`config.mk`:
```
export PLATFORM = sky130hd
export DESIGN_NAME = t8w_timer
export DESIGN_NICKNAME = d
export VERILOG_FILES = /design/src/rtl/t8w_prescaler.v /design/src/rtl/t8w_timer.v
export VERILOG_INCLUDE_DIRS = /design/src /design/src/rtl
export SDC_FILE = /design/constraint.sdc
export NUM_CORES = 1
export LEC_CHECK = 0
export ABC_AREA = 1
export BUFFER_PORTS_ARGS = -buffer_cell sky130_fd_sc_hd__buf_2
export CORE_MARGIN = 3
export CORE_UTILIZATION = 59
export DETAILED_ROUTE_END_ITERATION = 7
export PLACE_DENSITY = 0.85
export SLEW_MARGIN = 5
export SYNTH_ARGS = -nofsm -noshare
export SYNTH_HDL_FRONTEND = slang
export SYNTH_SLANG_ARGS = --single-unit
```
`constraint.sdc`:
```
create_clock -name clk -period 3.35 [get_ports clk]
set_input_delay 1.005 -clock clk [delete_from_list [all_inputs] [get_ports clk]]
set_output_delay 1.005 -clock clk [all_outputs]
set_load 0.1 [all_outputs]
```
`src/rtl/t8w_consts.vh`:
```
// constants for the 8-bit timer waveform block
`ifndef T8W_CONSTS_VH
`define T8W_CONSTS_VH
`define T8W_ADDR_CTRL 12'h000
`define T8W_ADDR_CMPA 12'h004
`define T8W_ADDR_COUNT 12'h008
`define T8W_ADDR_STATUS 12'h00C
`define T8W_CTRL_WS_LSB 0
`define T8W_CTRL_WS_MSB 2
`define T8W_CTRL_OAS_LSB 4
`define T8W_CTRL_OAS_MSB 5
`define T8W_CTRL_PS_LSB 8
`define T8W_CTRL_PS_MSB 10
`define T8W_CTRL_DIR_BIT 12
`define T8W_STAT_CMPA_BIT 0
`define T8W_STAT_OVF_BIT 1
`define T8W_STAT_DOWN_BIT 2
`define T8W_CTRL_RESET 13'h0000
`define T8W_BOTTOM 8'h00
`define T8W_MAX 8'hFF
`define T8W_WS_NORMAL 3'h0
`define T8W_WS_PC_FIXED 3'h1
`define T8W_WS_CTC 3'h2
`define T8W_WS_FAST_FIXED 3'h3
`define T8W_WS_PC_CMPA 3'h5
`define T8W_WS_FAST_CMPA 3'h7
`define T8W_OAS_NONE 2'h0
`define T8W_OAS_TOGGLE 2'h1
`define T8W_OAS_NONINV 2'h2
`define T8W_OAS_INV 2'h3
`define T8W_PS_STOP 3'h0
`define T8W_PS_DIV1 3'h1
`define T8W_PS_DIV8 3'h2
`define T8W_PS_DIV32 3'h3
`define T8W_PS_DIV64 3'h4
`define T8W_PS_DIV128 3'h5
`define T8W_PS_DIV256 3'h6
`define T8W_PS_DIV1024 3'h7
`define T8W_DIV_MASK8 10'h007
`define T8W_DIV_MASK32 10'h01F
`define T8W_DIV_MASK64 10'h03F
`define T8W_DIV_MASK128 10'h07F
`define T8W_DIV_MASK256 10'h0FF
`define T8W_DIV_MASK1024 10'h3FF
`endif

```
`src/rtl/t8w_prescaler.v`:
```
// prescaler that makes the timer tick enable from the clock
`timescale 1ns/10ps
`include "t8w_consts.vh"
module t8w_prescaler (
   input wire clk,
   input wire rst_n,
   input wire [2:0] divSelect,
   output reg tick
);
   reg [9:0] divCnt_q;
   reg [9:0] mask;

   always @* begin
      case (divSelect)
         `T8W_PS_DIV1: mask = 10'h000;
         `T8W_PS_DIV8: mask = `T8W_DIV_MASK8;
         `T8W_PS_DIV32: mask = `T8W_DIV_MASK32;
         `T8W_PS_DIV64: mask = `T8W_DIV_MASK64;
         `T8W_PS_DIV128: mask = `T8W_DIV_MASK128;
         `T8W_PS_DIV256: mask = `T8W_DIV_MASK256;
         default: mask = `T8W_DIV_MASK1024;
      endcase
   end

   // tick is one clock wide, once every N clocks; stop selection gives none
   always @(posedge clk) begin
      if (!rst_n) begin
         divCnt_q <= 10'h000;
         tick <= 1'b0;
      end else if (divSelect == `T8W_PS_STOP) begin
         divCnt_q <= 10'h000;
         tick <= 1'b0;
      end else begin
         divCnt_q <= divCnt_q + 10'h001;
         tick <= ((divCnt_q & mask) == mask);
      end
   end
endmodule // t8w_prescaler

```
`src/rtl/t8w_timer.v`:
```
// 8-bit timer with clear-on-match, fast and phase-correct waveform modes, APB slave
//
// Our own choices: the placing of the registers and the APB interface to the registers.
`timescale 1ns/10ps
`include "t8w_consts.vh"
module t8w_timer (
   input wire clk,
   input wire rst_n,
   input wire psel,
   input wire penable,
   input wire pwrite,
   input wire [11:0] paddr,
   input wire [31:0] pwdata,
   output reg [31:0] prdata,
   output reg pready,
   output reg pslverr,
   input wire cmpAAck,
   input wire ovfAck,
   output reg cmpAFlag,
   output reg ovfFlag,
   output reg waveOutA,
   output reg waveOutAOe
);
   ////////////////////////////////////////////////////////////////////////////
   // register state
   reg [12:0] ctrl_q;
   reg [7:0] cmpA_q;
   reg [7:0] cmpBuf_q;
   reg [7:0] count_q;
   reg countDown_q;
   reg matchPend_q;
   reg blockMatch_q;
   reg wave_q;
   reg [7:0] count_d;
   reg countDown_d;
   reg wave_d;
   reg [7:0] cmpA_d;
   reg ovfSet;
   wire tick;

   wire [2:0] waveSel = ctrl_q[`T8W_CTRL_WS_MSB:`T8W_CTRL_WS_LSB];
   wire [1:0] actSel = ctrl_q[`T8W_CTRL_OAS_MSB:`T8W_CTRL_OAS_LSB];
   wire [2:0] divSel = ctrl_q[`T8W_CTRL_PS_MSB:`T8W_CTRL_PS_LSB];
   wire dirOut = ctrl_q[`T8W_CTRL_DIR_BIT];

   wire modeCtc = (waveSel == `T8W_WS_CTC);
   wire modeFast = (waveSel == `T8W_WS_FAST_FIXED) || (waveSel == `T8W_WS_FAST_CMPA);
   wire modePc = (waveSel == `T8W_WS_PC_FIXED) || (waveSel == `T8W_WS_PC_CMPA);
   wire modePwm = modeFast || modePc;
   wire topIsCmp = (waveSel == `T8W_WS_FAST_CMPA) || (waveSel == `T8W_WS_PC_CMPA);
   wire [7:0] topVal = topIsCmp ? cmpA_q : `T8W_MAX;
   wire atTop = (count_q == topVal);
   wire atBottom = (count_q == `T8W_BOTTOM);
   // a count write blocks the match of the following tick
   wire matchA = (count_q == cmpA_q) && !blockMatch_q;

   ////////////////////////////////////////////////////////////////////////////
   // apb decode
   wire setupPh = psel && !penable;
   wire accWrite = psel && penable && pready && pwrite;
   wire wrCtrl = accWrite && (paddr == `T8W_ADDR_CTRL);
   wire wrCmp = accWrite && (paddr == `T8W_ADDR_CMPA);
   wire wrCount = accWrite && (paddr == `T8W_ADDR_COUNT);
   wire wrStat = accWrite && (paddr == `T8W_ADDR_STATUS);
   wire mapped = (paddr == `T8W_ADDR_CTRL) || (paddr == `T8W_ADDR_CMPA) ||
                 (paddr == `T8W_ADDR_COUNT) || (paddr == `T8W_ADDR_STATUS);
   reg [31:0] rdMux;

   always @* begin
      case (paddr)
         `T8W_ADDR_CTRL: rdMux = {19'h00000, ctrl_q};
         `T8W_ADDR_CMPA: rdMux = {24'h000000, cmpBuf_q};
         `T8W_ADDR_COUNT: rdMux = {24'h000000, count_q};
         `T8W_ADDR_STATUS: rdMux = {29'h00000000, countDown_q, ovfFlag, cmpAFlag};
         default: rdMux = 32'h00000000;
      endcase
   end

   // no wait state: answer formed in the setup cycle, pready high in the first access cycle
   reg [31:0] prdata_d;
   reg pready_d;
   reg pslverr_d;

   always @* begin
      pready_d = 1'b0;
      pslverr_d = 1'b0;
      prdata_d = prdata;
      if (setupPh) begin
         pready_d = 1'b1;
         pslverr_d = !mapped;
         prdata_d = rdMux;
      end
   end

   always @(posedge clk) begin
      if (!rst_n) begin
         pready <= 1'b0;
         pslverr <= 1'b0;
         prdata <= 32'h00000000;
      end else begin
         pready <= pready_d;
         pslverr <= pslverr_d;
         prdata <= prdata_d;
      end
   end

   ////////////////////////////////////////////////////////////////////////////
   // tick source
   t8w_prescaler uPrescale (
      .clk(clk),
      .rst_n(rst_n),
      .divSelect(divSel),
      .tick(tick)
   );

   ////////////////////////////////////////////////////////////////////////////
   // counter and waveform next state, evaluated for a tick
   always @* begin
      count_d = count_q;
      countDown_d = countDown_q;
      wave_d = wave_q;
      cmpA_d = cmpA_q;
      ovfSet = 1'b0;
      if (modeCtc) begin
         if (atBottom && !blockMatch_q && (count_q != cmpA_q)) begin
            count_d = count_q + 8'h01;
         end
         if (matchA) begin
            count_d = `T8W_BOTTOM;
         end else begin
            count_d = count_q + 8'h01;
         end
         ovfSet = (count_q == `T8W_MAX) && !matchA;
         if (matchA && (actSel == `T8W_OAS_TOGGLE)) begin
            wave_d = !wave_q;
         end else if (matchA && (actSel == `T8W_OAS_NONINV)) begin
            wave_d = 1'b0;
         end else if (matchA && (actSel == `T8W_OAS_INV)) begin
            wave_d = 1'b1;
         end
      end else if (modeFast) begin
         countDown_d = 1'b0;
         if (atTop) begin
            count_d = `T8W_BOTTOM;
            ovfSet = 1'b1;
            cmpA_d = cmpBuf_q;
         end else begin
            count_d = count_q + 8'h01;
         end
         // top-to-bottom action wins over a match at top, so MAX gives a steady level
         if (atTop && (actSel == `T8W_OAS_NONINV)) begin
            wave_d = 1'b1;
         end else if (atTop && (actSel == `T8W_OAS_INV)) begin
            wave_d = 1'b0;
         end else if (matchA) begin
            case (actSel)
               `T8W_OAS_TOGGLE: wave_d = !wave_q;
               `T8W_OAS_NONINV: wave_d = 1'b0;
               `T8W_OAS_INV: wave_d = 1'b1;
               default: wave_d = wave_q;
            endcase
         end
      end else if (modePc) begin
         if (!countDown_q) begin
            if (atTop) begin
               countDown_d = 1'b1;
               count_d = count_q - 8'h01;
               cmpA_d = cmpBuf_q;
            end else begin
               count_d = count_q + 8'h01;
            end
         end else begin
            if (atBottom) begin
               countDown_d = 1'b0;
               count_d = count_q + 8'h01;
               ovfSet = 1'b1;
            end else begin
               count_d = count_q - 8'h01;
            end
         end
         if (countDown_q && atBottom) begin
            // bottom forces the level a down match gives, or the up level for 0
            if (actSel == `T8W_OAS_NONINV) begin
               wave_d = (cmpA_q != `T8W_BOTTOM);
            end else if (actSel == `T8W_OAS_INV) begin
               wave_d = (cmpA_q == `T8W_BOTTOM);
            end
         end else if (matchA && !(cmpA_q == `T8W_MAX)) begin
            // a match at top counts as an up match; compare at MAX holds level
            if (actSel == `T8W_OAS_NONINV) begin
               wave_d = countDown_q;
            end else if (actSel == `T8W_OAS_INV) begin
               wave_d = !countDown_q;
            end
         end
      end else begin
         count_d = count_q + 8'h01;
         ovfSet = (count_q == `T8W_MAX);
         if (matchA) begin
            case (actSel)
               `T8W_OAS_TOGGLE: wave_d = !wave_q;
               `T8W_OAS_NONINV: wave_d = 1'b0;
               `T8W_OAS_INV: wave_d = 1'b1;
               default: wave_d = wave_q;
            endcase
         end
      end
   end

   ////////////////////////////////////////////////////////////////////////////
   // register writes; the compare buffer takes every write
   reg [12:0] ctrl_d;
   reg [7:0] cmpBuf_d;

   always @* begin
      ctrl_d = ctrl_q;
      cmpBuf_d = cmpBuf_q;
      if (wrCtrl) begin
         ctrl_d = pwdata[12:0];
      end
      if (wrCmp) begin
         cmpBuf_d = pwdata[7:0];
      end
   end

   ////////////////////////////////////////////////////////////////////////////
   // sequential state
   always @(posedge clk) begin
      if (!rst_n) begin
         ctrl_q <= `T8W_CTRL_RESET;
         cmpA_q <= `T8W_BOTTOM;
         cmpBuf_q <= `T8W_BOTTOM;
         count_q <= `T8W_BOTTOM;
         countDown_q <= 1'b0;
         matchPend_q <= 1'b0;
         blockMatch_q <= 1'b0;
         wave_q <= 1'b0;
      end else begin
         ctrl_q <= ctrl_d;
         cmpBuf_q <= cmpBuf_d;
         if (wrCmp && !modePwm) begin
            cmpA_q <= pwdata[7:0];
         end else if (tick && modePwm) begin
            cmpA_q <= cmpA_d;
         end
         if (wrCount) begin
            count_q <= pwdata[7:0];
            blockMatch_q <= 1'b1;
         end else if (tick) begin
            count_q <= count_d;
            blockMatch_q <= 1'b0;
         end
         if (tick) begin
            countDown_q <= countDown_d;
            wave_q <= wave_d;
            matchPend_q <= matchA;
         end
      end
   end

   ////////////////////////////////////////////////////////////////////////////
   // flags and pin; a set in the same cycle as a clear wins
   wire cmpSet = tick && matchPend_q;
   wire cmpClr = cmpAAck || (wrStat && pwdata[`T8W_STAT_CMPA_BIT]);
   wire ovfSetT = tick && ovfSet;
   wire ovfClr = ovfAck || (wrStat && pwdata[`T8W_STAT_OVF_BIT]);

   reg cmpAFlag_d;
   reg ovfFlag_d;
   reg waveOutA_d;
   reg waveOutAOe_d;

   always @* begin
      cmpAFlag_d = cmpAFlag;
      if (cmpSet) begin
         cmpAFlag_d = 1'b1;
      end else if (cmpClr) begin
         cmpAFlag_d = 1'b0;
      end
   end

   always @* begin
      ovfFlag_d = ovfFlag;
      if (ovfSetT) begin
         ovfFlag_d = 1'b1;
      end else if (ovfClr) begin
         ovfFlag_d = 1'b0;
      end
   end

   // the pin is driven only while the direction bit selects output
   always @* begin
      waveOutA_d = wave_q;
      waveOutAOe_d = 1'b0;
      if (dirOut && (actSel != `T8W_OAS_NONE)) begin
         waveOutAOe_d = 1'b1;
      end
   end

   always @(posedge clk) begin
      if (!rst_n) begin
         cmpAFlag <= 1'b0;
         ovfFlag <= 1'b0;
         waveOutA <= 1'b0;
         waveOutAOe <= 1'b0;
      end else begin
         cmpAFlag <= cmpAFlag_d;
         ovfFlag <= ovfFlag_d;
         waveOutA <= waveOutA_d;
         waveOutAOe <= waveOutAOe_d;
      end
   end
endmodule // t8w_timer

```
==> summary.txt <==
Top Layer Used - met4
Critical path buffers and inverters - 3
Syn Area/Cell - 6.75 um2
Status - finished, final reports clean
Hold Fails Final Rpt - 0
First-pass GRT wire length - 19.7 mm
Grt total ovfl - 0
RSZ-0062 raised after global routing - no
Mapped Cells - 619
Post-route setup slack - 0.816 ns
DR vias - 4433
DR WL/cell - 15.5 um
Post-synth EDFFs - 0
Register area share after synthesis - 0.340
Crit path DAT - 2.83 ns
Diode count - 0
Tmin final - 2.53 ns
CTS tree - built
Slowest-stage cell, CP - nor4_2
Critical path class - in -> reg
DRT met1 WL - 4.96 mm
Least-Margin Pin Slew - 0.664 ns
Final Core Density - 0.682
Final Max Tran Viols - 0
Most frequent cells in the layout - nand2_1, dfxtp_1, inv_1, a21oi_1, o21ai_0
Pre-CTS setup slack - 0.497 ns
Largest net degree at the start of global routing - 35
DR vias/cell - 5.76
Num CTS Buffers - 9
Area Overhead vs Synth - 11.5%
Storage cell area - 1420 um2
Fillcell total - 611
Total I/O pin count - 89
CP max stage delay - 0.35 ns
Port bufs - 50
Post-synthesis async set-or-reset flop share - 0
Setup TNS - 0 ns
Rel. slew slack - 0.556
Worst setup SP type - primary input
Post_cts resized - 0
Cell Rows - 30
Met2 wire len - 5.39 mm
Clock tree sinks - 71
Starting Density - 0.612
Iter 0 DRT Violations - 432
Ys Warns - 0
PwrDens - 381 nW/um2
Die Ht - 90.2 um
DRT antenna net count - 0
Initial antenna violation count - 0
CP Capture Type - flop
Hold_buf cts - 0
HPWL Detailed - 8.91 mm
Share of cells above drive strength 1 - 0.166
Prevailing post-synth register cell - dfxtp_1
Pre-antenna DRT Iters - 5
WP data required - 3.64 ns
Vias in the first global route - 4119
GRT Util Overall - 0.297
Post-synthesis register bit count - 71
Post-Route WL - 11.9 mm
Fin crit share - 0.757
H-tree depth - 3
Cell area after synthesis - 4180 um2
CTS Root Cell - clkbuf_8
Die width - 90.2 um
Clock transition at path regs - 0.09 ns
Core Footprint - 6830 um2
Nets - 723
Area of the multi-input gates - 2310 um2
Clock tree buffer depth - 2
Setup violators final - 0
Achievable Freq - 0.395 GHz
Drt drc - 0
Family with the most delay on the worst path - simple AND/OR/NAND/NOR gates
Final GP Congestion - 0.982
Synth unique cells - 51
Critical path cell sequence - buf_2, nor2_1, inv_1, nor4_2, nand2_2, nand2_2, o21ai_0, inv_1, nand2_1, a21oi_2
Peak supply drop - 0.290 mV
WL met3 - 1.21 mm
Full die area - 8130 um2
MaxCap Viol Count - 0
Worst min path class - reg -> reg
Clock skew after layout - 0.0145 ns
# Post-CTS Setup Buffers - 0
Clk_lat worst skew - 0.35 ns
Crit path max fanout - 9
FF-to-FF setup slack - 0.95 ns
Commonest non-fill, non-tap cell in the layout - nand2_1
Lkg Pwr - 1.95 nW
## flip-flops by register name, summed over array words and instances (netlist names), 8 cells and up
name	cells
cmpA_q	8
cmpBuf_q	8
count_q	8
ctrl_q	13
prdata	13
uPrescale.divCnt_q	10
## cells by family after synthesis
group / after synthesis / synth area share
and+or+nand+nor: 255 / 0.281
buffers and inverters: 117 / 0.124
other: 1 / 0.000897
DFF: 71 / 0.340
adders and majority gates: 4 / 0.0120
AOI/OAI and AO/OA: 158 / 0.214
xor gates and xnor gates: 13 / 0.0272
## cell usage after synthesis (11+ instances only)
library cell / instances / share of area
a21oi_1: 59 / 0.071
buf_4: 20 / 0.036
dfxtp_1: 71 / 0.34
inv_1: 65 / 0.058
inv_2: 17 / 0.015
nand2_1: 129 / 0.12
nand3_1: 28 / 0.034
nand4_1: 12 / 0.018
nor2_1: 48 / 0.043
nor3_1: 11 / 0.013
o21ai_0: 53 / 0.063
xor2_1: 12 / 0.025
## layer usage
metal	up-vias	track usage
li1	2118	-
met1	2011	0.383
met2	273	0.479
met3	31	0.0661
met4	0	0.126
met5	-	0
## worst paths after layout
check,start,end,depth (start not counted)
setup / recovery,paddr[1],count_q[2],10
hold / removal,uPrescale.divCnt_q[9],uPrescale.divCnt_q[9],1
setup reg to reg,ctrl_q[0],count_q[5],15
hold reg to reg,uPrescale.divCnt_q[9],uPrescale.divCnt_q[9],1
## report_power, final
part | switching (W) | internal (W) | total, W
clock | 0.000347 | 0.000425 | 0.000772
combinational | 0.000138 | 0.0000197 | 0.000158
sequential | 0.000000319 | 0.000844 | 0.000844
## cell type report
type | count | share of cell area
Clock buffer | 10 | 0.0274
Clock inverter | 6 | 0.0201
Inverter | 84 | 0.0677
Multi-Input combinational cell | 449 | 0.495
Sequential cell | 71 | 0.305
Tap cell | 96 | 0.0258
Timing Repair Buffer | 53 | 0.0586
## metrics by stage
| stage | std cells | cell area, um2 | hold slack (ns) | total power [W] |
|---|---|---|---|---|
| floorplan | 637 | 4250 | 0.418 | 0.00100 |
| global route | 769 | 4660 | 0.480 | 0.00182 |
| detailed placement | 753 | 4440 | 0.441 | 0.00102 |
| CTS | 769 | 4660 | 0.453 | 0.00177 |
| finish | 769 | 4660 | 0.449 | 0.00177 |
| global placement | 753 | 4440 | 0.425 | 0.00102 |
## worst reg2reg max path: cells and delay by family, from the launching register on
family             cells  cell delay [ns]
AOI/OAI and AO/OA      2             0.27
and+or+nand+nor       13             1.28
DFF                    1             0.75
Power figures use the tool's default switching activity.
